**config.mk**
```make
export PLATFORM = sky130hd
export DESIGN_NAME = pfp_flag_port
export DESIGN_NICKNAME = d
export VERILOG_FILES = /design/src/hw/pfp_pkg.sv /design/src/hw/pfp_sync.sv /design/src/hw/pfp_flag_port.sv
export SDC_FILE = /design/constraint.sdc
export NUM_CORES = 1
export LEC_CHECK = 0
export CORE_MARGIN = 2
export CORE_UTILIZATION = 50
export CTS_CLUSTER_SIZE = 10
export DETAILED_ROUTE_END_ITERATION = 7
export DONT_BUFFER_PORTS = 1
export GPL_ROUTABILITY_DRIVEN = 0
export HOLD_SLACK_MARGIN = 0.08
export PLACE_DENSITY = 0.68
export SLEW_MARGIN = 40
export SYNTH_ARGS = -nofsm -noshare
export SYNTH_HDL_FRONTEND = slang
export SYNTH_SLANG_ARGS = --single-unit
```
**constraint.sdc**
```tcl
create_clock -name pclk -period 3.4 [get_ports pclk]
set_input_delay 0.85 -clock pclk [delete_from_list [all_inputs] [get_ports pclk]]
set_output_delay 0.85 -clock pclk [all_outputs]
set_load 0.03 [all_outputs]
```
**src/hw/pfp_pkg.sv**
```systemverilog
package pfp_pkg;

  ////////////////////////////////////////////////////////////////////////////
  // Widths
  localparam int PFP_NFLAG = 8;
  localparam int PFP_NIRQ = 10;
  localparam int PFP_NSTRAP = 4;

  ////////////////////////////////////////////////////////////////////////////
  // Register byte offsets
  localparam logic [7:0] PFP_OFF_DIR = 8'h00;
  localparam logic [7:0] PFP_OFF_VAL = 8'h04;
  localparam logic [7:0] PFP_OFF_FIXED = 8'h08;
  localparam logic [7:0] PFP_OFF_SYSCTL = 8'h0C;
  localparam logic [7:0] PFP_OFF_STRAP = 8'h10;
  localparam logic [7:0] PFP_OFF_ISTAT = 8'h14;
  localparam logic [7:0] PFP_OFF_INTERRUPT_MASK_REG = 8'h18;

  ////////////////////////////////////////////////////////////////////////////
  // Field positions
  localparam int PFP_FIX_A_BIT = 0;
  localparam int PFP_FIX_B_BIT = 1;
  localparam int PFP_FIX_C_BIT = 2;
  localparam int PFP_FIX_FO_BIT = 3;
  localparam int PFP_FIX_FI_BIT = 4;
  localparam int PFP_SP1_CFG_BIT = 10;
  localparam int PFP_MODEC_BIT = 2;
  localparam int PFP_STRAP_VALID_BIT = 4;
  localparam int PFP_IRQ_A_BIT = 8;
  localparam int PFP_IRQ_B_BIT = 9;

  ////////////////////////////////////////////////////////////////////////////
  // Reset values
  localparam logic [PFP_NFLAG-1:0] PFP_RST_DIR = 8'h00;
  localparam logic [PFP_NFLAG-1:0] PFP_RST_VAL = 8'h00;
  localparam logic [3:0] PFP_RST_FIXED = 4'h0;
  localparam logic PFP_RST_SP1_CFG = 1'b1;
  localparam logic [PFP_NIRQ-1:0] PFP_RST_INTERRUPT_MASK_REG = 10'h000;
  localparam logic [PFP_NSTRAP-1:0] PFP_RST_STRAP = 4'h0;

  ////////////////////////////////////////////////////////////////////////////
  // Types
  typedef struct packed {
    logic emu_rst;
    logic irq_b_n;
    logic irq_a_n;
    logic ffi;
    logic [PFP_NFLAG-1:0] flags;
  } pfp_pins_t;

  typedef enum logic [1:0] {
    PFP_ST_FILL,
    PFP_ST_SETTLE,
    PFP_ST_LATCH,
    PFP_ST_RUN
  } pfp_strap_st_t;

endpackage

```
**src/hw/pfp_sync.sv**
```systemverilog
`timescale 1ns/1ns
module pfp_sync
  import pfp_pkg::*;
#(
  parameter int WIDTH = 12
) (
  input wire logic pclk,
  input wire logic presetn,
  input wire logic [WIDTH-1:0] d,
  output logic [WIDTH-1:0] q
);

  logic [WIDTH-1:0] meta_r;

  // Two-stage synchroniser, first stage read only by second
  always_ff @(posedge pclk or negedge presetn) begin
    if (!presetn) begin
      meta_r <= '0;
      q <= '0;
    end else begin
      meta_r <= d;
      q <= meta_r;
    end
  end

endmodule

```
**src/hw/pfp_flag_port.sv**
```systemverilog
`timescale 1ns/1ns
module pfp_flag_port
  import pfp_pkg::*;
(
  input wire logic pclk,
  input wire logic presetn,
  input wire logic [7:0] paddr,
  input wire logic psel,
  input wire logic penable,
  input wire logic pwrite,
  input wire logic [31:0] pwdata,
  output logic [31:0] prdata,
  output logic pready,
  output logic pslverr,
  input wire logic [PFP_NFLAG-1:0] prog_flag_pin_i,
  output logic [PFP_NFLAG-1:0] prog_flag_pin_o,
  output logic [PFP_NFLAG-1:0] prog_flag_pin_oe,
  input wire logic fixed_flag_in,
  output logic fixed_flag_out,
  output logic fixed_flag_out_oe,
  output logic dedicated_out_flag_a,
  output logic dedicated_out_flag_b,
  output logic dedicated_out_flag_c,
  input wire logic ext_interrupt_a_n,
  input wire logic ext_interrupt_b_n,
  input wire logic emu_chip_reset,
  output logic serial_port_one_en,
  output logic host_mode,
  output logic strap_valid,
  output logic irq
);

  ////////////////////////////////////////////////////////////////////////////
  // Address decode helper
  function automatic logic is_mapped(input logic [7:0] a);
    is_mapped = (a == PFP_OFF_DIR) || (a == PFP_OFF_VAL) || (a == PFP_OFF_FIXED) ||
                (a == PFP_OFF_SYSCTL) || (a == PFP_OFF_STRAP) || (a == PFP_OFF_ISTAT) ||
                (a == PFP_OFF_INTERRUPT_MASK_REG);
  endfunction

  pfp_pins_t pin_raw;
  pfp_pins_t pin_q;
  logic [PFP_NFLAG-1:0] dir_r;
  logic [PFP_NFLAG-1:0] val_r;
  logic [3:0] fixed_r;
  logic sp1_cfg_r;
  logic [PFP_NIRQ-1:0] istat_r;
  logic [PFP_NIRQ-1:0] interrupt_mask_reg_r;
  logic [PFP_NIRQ-1:0] lvl_prev_r;
  logic [PFP_NSTRAP-1:0] strap_r;
  pfp_strap_st_t strap_st_r;
  logic emu_prev_r;
  logic chip_rst_r;
  logic [31:0] prdata_r;
  logic [PFP_NFLAG-1:0] eff;
  logic [PFP_NIRQ-1:0] lvl;
  logic [PFP_NIRQ-1:0] set_vec;
  logic [PFP_NIRQ-1:0] clr_vec;
  logic [31:0] rd_data;
  logic wr_en;
  logic setup;
  logic flag_mode;

  ////////////////////////////////////////////////////////////////////////////
  // Pin synchronisers
  assign pin_raw = '{emu_rst: emu_chip_reset, irq_b_n: ext_interrupt_b_n, irq_a_n: ext_interrupt_a_n,
                     ffi: fixed_flag_in, flags: prog_flag_pin_i};

  pfp_sync #(
    .WIDTH($bits(pfp_pins_t))
  ) u_sync (
    .pclk(pclk),
    .presetn(presetn),
    .d(pin_raw),
    .q(pin_q)
  );

  ////////////////////////////////////////////////////////////////////////////
  // APB slave handshake
  assign setup = psel && !penable;
  assign wr_en = psel && penable && pwrite && is_mapped(paddr);
  assign pready = 1'b1;
  assign pslverr = psel && penable && !is_mapped(paddr);
  assign prdata = prdata_r;

  // Emulation chip reset, one pulse per rising command edge
  always_ff @(posedge pclk or negedge presetn) begin
    if (!presetn) begin
      emu_prev_r <= 1'b0;
      chip_rst_r <= 1'b0;
    end else begin
      emu_prev_r <= pin_q.emu_rst;
      chip_rst_r <= pin_q.emu_rst && !emu_prev_r;
    end
  end

  ////////////////////////////////////////////////////////////////////////////
  // Direction and value registers
  always_ff @(posedge pclk or negedge presetn) begin
    if (!presetn) begin
      dir_r <= PFP_RST_DIR;
    end else if (chip_rst_r) begin
      dir_r <= PFP_RST_DIR;
    end else if (wr_en && paddr == PFP_OFF_DIR) begin
      dir_r <= pwdata[PFP_NFLAG-1:0];
    end
  end

  always_ff @(posedge pclk or negedge presetn) begin
    if (!presetn) begin
      val_r <= PFP_RST_VAL;
    end else if (chip_rst_r) begin
      val_r <= PFP_RST_VAL;
    end else if (wr_en && paddr == PFP_OFF_VAL) begin
      val_r <= pwdata[PFP_NFLAG-1:0];
    end
  end

  assign prog_flag_pin_o = val_r;
  assign prog_flag_pin_oe = dir_r;

  assign eff = (dir_r & val_r) | (~dir_r & pin_q.flags);

  ////////////////////////////////////////////////////////////////////////////
  // Fixed flags and serial port configuration
  always_ff @(posedge pclk or negedge presetn) begin
    if (!presetn) begin
      fixed_r <= PFP_RST_FIXED;
    end else if (chip_rst_r) begin
      fixed_r <= PFP_RST_FIXED;
    end else if (wr_en && paddr == PFP_OFF_FIXED) begin
      fixed_r <= pwdata[3:0];
    end
  end

  always_ff @(posedge pclk or negedge presetn) begin
    if (!presetn) begin
      sp1_cfg_r <= PFP_RST_SP1_CFG;
    end else if (chip_rst_r) begin
      sp1_cfg_r <= PFP_RST_SP1_CFG;
    end else if (wr_en && paddr == PFP_OFF_SYSCTL) begin
      sp1_cfg_r <= pwdata[PFP_SP1_CFG_BIT];
    end
  end

  assign flag_mode = !sp1_cfg_r;
  assign serial_port_one_en = sp1_cfg_r;

  assign dedicated_out_flag_a = fixed_r[PFP_FIX_A_BIT];
  assign dedicated_out_flag_b = fixed_r[PFP_FIX_B_BIT];
  assign dedicated_out_flag_c = fixed_r[PFP_FIX_C_BIT];

  // fixed pair only in alternate mode
  assign fixed_flag_out = fixed_r[PFP_FIX_FO_BIT];
  assign fixed_flag_out_oe = flag_mode;

  ////////////////////////////////////////////////////////////////////////////
  // Strap capture after reset release
  always_ff @(posedge pclk or negedge presetn) begin
    if (!presetn) begin
      strap_st_r <= PFP_ST_FILL;
    end else if (chip_rst_r) begin
      strap_st_r <= PFP_ST_FILL;
    end else begin
      unique case (strap_st_r)
        PFP_ST_FILL: begin
          strap_st_r <= PFP_ST_SETTLE;
        end
        PFP_ST_SETTLE: begin
          strap_st_r <= PFP_ST_LATCH;
        end
        PFP_ST_LATCH: begin
          strap_st_r <= PFP_ST_RUN;
        end
        PFP_ST_RUN: begin
          strap_st_r <= PFP_ST_RUN;
        end
      endcase
    end
  end

  always_ff @(posedge pclk or negedge presetn) begin
    if (!presetn) begin
      strap_r <= PFP_RST_STRAP;
    end else if (strap_st_r == PFP_ST_LATCH) begin
      strap_r <= pin_q.flags[PFP_NSTRAP-1:0];
    end
  end

  assign host_mode = strap_r[PFP_MODEC_BIT];
  assign strap_valid = (strap_st_r == PFP_ST_RUN);

  ////////////////////////////////////////////////////////////////////////////
  // Interrupt events, active-low assertion edges
  assign lvl = {pin_q.irq_b_n, pin_q.irq_a_n, eff};
  // own drive or external flag edges both count, interrupt pins only in flag mode
  assign set_vec = lvl_prev_r & ~lvl & {flag_mode, flag_mode, {PFP_NFLAG{1'b1}}};
  assign clr_vec = (wr_en && paddr == PFP_OFF_ISTAT) ? pwdata[PFP_NIRQ-1:0] : '0;

  always_ff @(posedge pclk or negedge presetn) begin
    if (!presetn) begin
      lvl_prev_r <= '1;
    end else begin
      lvl_prev_r <= lvl;
    end
  end

  // Sticky status, set wins over clear
  always_ff @(posedge pclk or negedge presetn) begin
    if (!presetn) begin
      istat_r <= '0;
    end else if (chip_rst_r) begin
      istat_r <= '0;
    end else begin
      istat_r <= (istat_r & ~clr_vec) | set_vec;
    end
  end

  always_ff @(posedge pclk or negedge presetn) begin
    if (!presetn) begin
      interrupt_mask_reg_r <= PFP_RST_INTERRUPT_MASK_REG;
    end else if (chip_rst_r) begin
      interrupt_mask_reg_r <= PFP_RST_INTERRUPT_MASK_REG;
    end else if (wr_en && paddr == PFP_OFF_INTERRUPT_MASK_REG) begin
      interrupt_mask_reg_r <= pwdata[PFP_NIRQ-1:0];
    end
  end

  assign irq = |(istat_r & interrupt_mask_reg_r);

  ////////////////////////////////////////////////////////////////////////////
  // Read mux, captured in setup phase
  always_comb begin
    rd_data = '0;
    unique case (paddr)
      PFP_OFF_DIR: rd_data[PFP_NFLAG-1:0] = dir_r;
      PFP_OFF_VAL: rd_data[PFP_NFLAG-1:0] = eff;
      PFP_OFF_FIXED: begin
        rd_data[3:0] = fixed_r;
        rd_data[PFP_FIX_FI_BIT] = flag_mode && pin_q.ffi;
      end
      PFP_OFF_SYSCTL: rd_data[PFP_SP1_CFG_BIT] = sp1_cfg_r;
      PFP_OFF_STRAP: begin
        rd_data[PFP_NSTRAP-1:0] = strap_r;
        rd_data[PFP_STRAP_VALID_BIT] = strap_valid;
      end
      PFP_OFF_ISTAT: rd_data[PFP_NIRQ-1:0] = istat_r;
      PFP_OFF_INTERRUPT_MASK_REG: rd_data[PFP_NIRQ-1:0] = interrupt_mask_reg_r;
      default: rd_data = '0;
    endcase
  end

  always_ff @(posedge pclk or negedge presetn) begin
    if (!presetn) begin
      prdata_r <= '0;
    end else if (setup && !pwrite) begin
      prdata_r <= rd_data;
    end
  end

  ////////////////////////////////////////////////////////////////////////////
  // Checks
  a_reset_dir_input: assert property (@(posedge pclk) disable iff (!presetn)
    chip_rst_r |=> (prog_flag_pin_oe == '0)) else $error("flag pins not inputs after chip reset");

  a_dir_write: assert property (@(posedge pclk) disable iff (!presetn)
    (wr_en && paddr == PFP_OFF_DIR && !chip_rst_r) |=> (prog_flag_pin_oe == $past(pwdata[7:0])))
    else $error("direction write not applied");

  a_out_readback: assert property (@(posedge pclk) disable iff (!presetn)
    (setup && !pwrite && paddr == PFP_OFF_VAL) |=>
      ((prdata[7:0] & $past(dir_r)) == ($past(val_r) & $past(dir_r))))
    else $error("output bit did not read driven value");

  a_in_synced: assert property (@(posedge pclk) disable iff (!presetn)
    (setup && !pwrite && paddr == PFP_OFF_VAL) |=>
      ((prdata[7:0] & ~$past(dir_r)) == ($past(prog_flag_pin_i, 3) & ~$past(dir_r))))
    else $error("input bit not two-stage synchronised");

  a_fixed_gate: assert property (@(posedge pclk) disable iff (!presetn)
    (wr_en && paddr == PFP_OFF_SYSCTL && !chip_rst_r) |=> (fixed_flag_out_oe == !$past(pwdata[10])))
    else $error("fixed flag enable wrong for serial port setting");

  a_dedicated_free: assert property (@(posedge pclk) disable iff (!presetn)
    (wr_en && paddr == PFP_OFF_FIXED && !chip_rst_r) |=>
      (dedicated_out_flag_b == $past(pwdata[1])) && (dedicated_out_flag_c == $past(pwdata[2])))
    else $error("dedicated flag not updated");

  a_flag_irq_raise: assert property (@(posedge pclk) disable iff (!presetn)
    (set_vec[0] && interrupt_mask_reg_r[0] && !chip_rst_r && !(wr_en && paddr == PFP_OFF_INTERRUPT_MASK_REG)) |=> irq)
    else $error("enabled flag interrupt not raised");

  a_set_wins: assert property (@(posedge pclk) disable iff (!presetn)
    (|set_vec && !chip_rst_r) |=> ((istat_r & $past(set_vec)) == $past(set_vec)))
    else $error("interrupt event lost");

  a_strap_latch: assert property (@(posedge pclk) disable iff (!presetn)
    (strap_st_r == PFP_ST_LATCH && !chip_rst_r) |=> (strap_r == $past(pin_q.flags[3:0])))
    else $error("straps not latched");

  a_mode_hold: assert property (@(posedge pclk) disable iff (!presetn)
    (strap_valid && !chip_rst_r) |=> $stable(host_mode)) else $error("memory mode changed while running");

  a_chip_reset: assert property (@(posedge pclk) disable iff (!presetn)
    (chip_rst_r ##1 !chip_rst_r [*4]) |-> strap_valid && !$past(strap_valid, 3))
    else $error("chip reset did not re-latch straps");

endmodule

```
==> load_flow_metrics.sql <==
INSERT INTO impl_metrics (metric_group, metric, value, unit) VALUES
('global_route', 'grt_pass1_wl', '13.4', 'mm'),
('critical_path', 'worst_r2r_path_depth', '4', ''),
('global_route', 'grt_antenna_before_repair', '0', ''),
('yosys', 'synth-warning-count', '0', ''),
('yosys', 'synth.area.top_cells', 'dfrtp_1 (50%), mux2i_1 (11%), dfstp_2 (7.0%)', ''),
('global_route', 'first_global_vias', '2512', ''),
('floorplan', 'die_w', '95.1', 'um'),
('floorplan', 'fp.dieH', '95.1', 'um'),
('critical_path', 'slowest_stage', 'or4_4', ''),
('final_layout', 'areaGrowthSynthToFinish', '6.19', '%'),
('floorplan', 'rows', '33', ''),
('critical_path', 'crit_path_start_kind', 'input pin', ''),
('critical_path', 'timing.critical_path.required', '2.55', 'ns'),
('timing', 'fmax', '348', 'MHz'),
('routing', 'initialDrtViolationCount', '145', ''),
('yosys', 'sequential_share_of_the_synthesized_area', '0.571', ''),
('final_layout', 'multi_input_combinational_cell_area', '1530', 'sq um'),
('yosys', 'post_synth_num_cell_types', '45', ''),
('routing', 'wl_per_cell', '17.7', 'um'),
('final_layout', 'num_antenna_cells', '0', ''),
('yosys', 'synth_top_area_cell', 'dfrtp_1', ''),
('clocking', 'ctsRootBufferMaster', 'clkbuf_8', ''),
('clocking', 'cts.repair_timing.setup_buffer_count', '0', ''),
('final_layout', 'fill_cells', '703', ''),
('run', 'max_cap_viols', '0', ''),
('clocking', 'cts_tree', 'done', ''),
('clocking', 'number_of_buffers_inserted_during_clock_tree_synthesis', '9', ''),
('floorplan', 'num_io_pins', '116', ''),
('placed_design', 'placed_cells', '467', ''),
('placed_design', 'buffer_ports.inserted', '0', ''),
('critical_path', 'worst-r2r-setup-slack', '1.75', 'ns'),
('global_route', 'grt.overflow.total', '0', ''),
('timing', 'timing.slew.headroom', '0.534', ''),
('yosys', 'yosysTopAreaCellShare', '0.501', ''),
('run_status', 'outcome', 'finished, final reports clean', ''),
('clocking', 'worst_setup_hold_path_clk_slew', '0.09', 'ns'),
('critical_path', 'critical-path-max-stage-delay', '0.61', 'ns'),
('floorplan', 'fp.dieArea', '9030', 'sq um'),
('critical_path', 'critical_path.reg2reg.startpoint', 'prog_flag_pin_oe[5]', ''),
('final_layout', 'final_core_util', '0.541', ''),
('critical_path', 'r2r-end', 'prdata[5]', ''),
('final_layout', 'seq_area', '2370', 'sq um'),
('clocking', 'h-tree-depth', '3', ''),
('yosys', 'syn-cell-area', '4150', 'sq um'),
('final_layout', 'numnets_final', '430', ''),
('power_and_ir_drop', 'finalPower', '0.00224', 'W'),
('hold_path', 'min_path_type', 'input pin to async pin', ''),
('critical_path', 'path_cells', 'or4_4 > nor2_1 > a21oi_1', ''),
('power_and_ir_drop', 'power.static_leakage', '1.93', 'nW'),
('routing', 'drt_pre_antenna_iters', '4', ''),
('routing', 'ant_nets', '0', ''),
('timing', 'report.final.hold_viol_count', '0', ''),
('timing', 'post-route-period-util', '0.846', ''),
('routing', 'routed-via-count', '2638', ''),
('yosys', 'syn-instance-count', '377', ''),
('clocking', 'clock_tree.buffer_depth', '2', ''),
('critical_path', 'crit_arrival', '2.03', 'ns'),
('clocking', 'clkLatencyLatePin', '0.36', 'ns'),
('clocking', 'sink_count', '94', ''),
('global_route', 'globalRouteTotalUtil', '0.198', ''),
('floorplan', 'core', '8130', 'sq um'),
('global_route', 'largest_net_degree_at_the_start_of_global_routing', '95', ''),
('critical_path', 'timing.critical_path.fanout_max', '8', ''),
('routing', 'drt_drc_violations_left', '0', ''),
('timing', 'hold_ws', '0.175', 'ns'),
('critical_path', 'timing.critical_path.to_type', 'primary output', ''),
('final_layout', 'final_cells', '483', ''),
('final_layout', 'layout-drive-gt1-share', '0.127', ''),
('yosys', 'synth-seq-cells', '94', ''),
('timing', 'setup_repair_after_global_routing_missed_its_margin', 'false', ''),
('timing', 'setup_skew_after_layout', '0.00982', 'ns');
-- per-stage QoR --
step,instance area (sq um),setup WS (ns)
floorplan,4220,0.321
global placement,4160,0.556
detailed placement,4160,0.524
CTS,4400,0.521
global route,4400,0.481
finish,4400,0.525
-- logic make-up after synthesis --
logic type	synth area share
mux	0.122
xor+xnor	0.00211
buf+inv	0.0809
compound gates	0.0957
simple gates	0.126
flops	0.571
other cells	0.00181
-- synthesized netlist by cell type (all sizes together) --
cell / count
a21o: 1
a21oi: 19
a221oi: 1
a22o: 2
a22oi: 5
a311oi: 2
a31oi: 2
a32o: 1
a41oi: 1
and2: 1
buf: 25
clkbuf: 16
conb: 2
dfrtp: 83
dfstp: 11
inv: 24
mux2: 5
mux2i: 45
nand2: 27
nand2b: 2
nand3: 5
nand3b: 3
nand4: 1
nand4b: 1
nand4bb: 1
nor2: 38
nor2b: 4
nor3: 1
nor4: 5
o211a: 1
o211ai: 1
o21ai: 22
o22ai: 5
o31ai: 3
or2: 1
or3: 2
or3b: 5
or4: 2
xnor2: 1
-- power by group --
part	switching (W)	total, W	internal, W
Clock	0.000395	0.000892	0.000497
Sequential	0.0000424	0.00121	0.00117
Combinational	0.0000889	0.000137	0.0000477
-- per-layer routing --
layer | track usage | up-vias | wire [um]
met5 | 0 | - | 0
met1 | 0.278 | 1291 | 3800
met2 | 0.296 | 111 | 3900
met3 | 0.0672 | 9 | 755
li1 | - | 1227 | -
met4 | 0.0568 | 0 | 95
-- sequential cells by signal, indices dropped and copies added, names as in the netlist, 4 cells and up --
register and count:
lvl_prev_r 10, fixed_r 4, istat_r 10, prog_flag_pin_o 8, prog_flag_pin_oe 8, u_sync.q 12, prdata 11, strap_r 4
u_sync.meta_r 12, interrupt_mask_reg_r 10
-- layout make-up --
type | instances | share of cell area
clock buffer | 10 | 0.0290
clock inverter | 6 | 0.0264
inverter | 24 | 0.0205
multi-input combinational | 238 | 0.347
sequential | 94 | 0.538
tap | 105 | 0.0298
timing repair buffer | 6 | 0.0102
-- critical path, delay by kind of cell --
kind,cells,cell delay (ns)
simple gates,2,0.88
compound gates,1,0.29
-- placed cells by master (no fill, tap or decap), drive strengths merged, types with 2 or more instances in the layout --
master	count
o22ai	5
clkbuf	10
nand2b	2
conb	22
or3	2
inv	27
a311oi	2
a21oi	19
or3b	5
a31oi	2
mux2	5
nor2b	4
bufinv	3
buf	6
nor4	5
nor2	38
o31ai	3
a22oi	5
or4	2
o21ai	22
nand3	5
a22o	2
dfrtp	83
dfstp	11
mux2i	45
nand2	27
nand3b	3
-- worst max-delay path by stage --
stage / end / start / slack, ns / depth (start not counted)
after floorplan: pslverr / paddr[4] / 0.32 / 5
after global placement: pslverr / paddr[0] / 0.56 / 3
after detailed placement: pslverr / paddr[0] / 0.52 / 3
after CTS: pslverr / paddr[0] / 0.52 / 3
after global routing: pslverr / paddr[0] / 0.48 / 3
final: pslverr / paddr[0] / 0.52 / 3
Power figures use the tool's default switching activity.
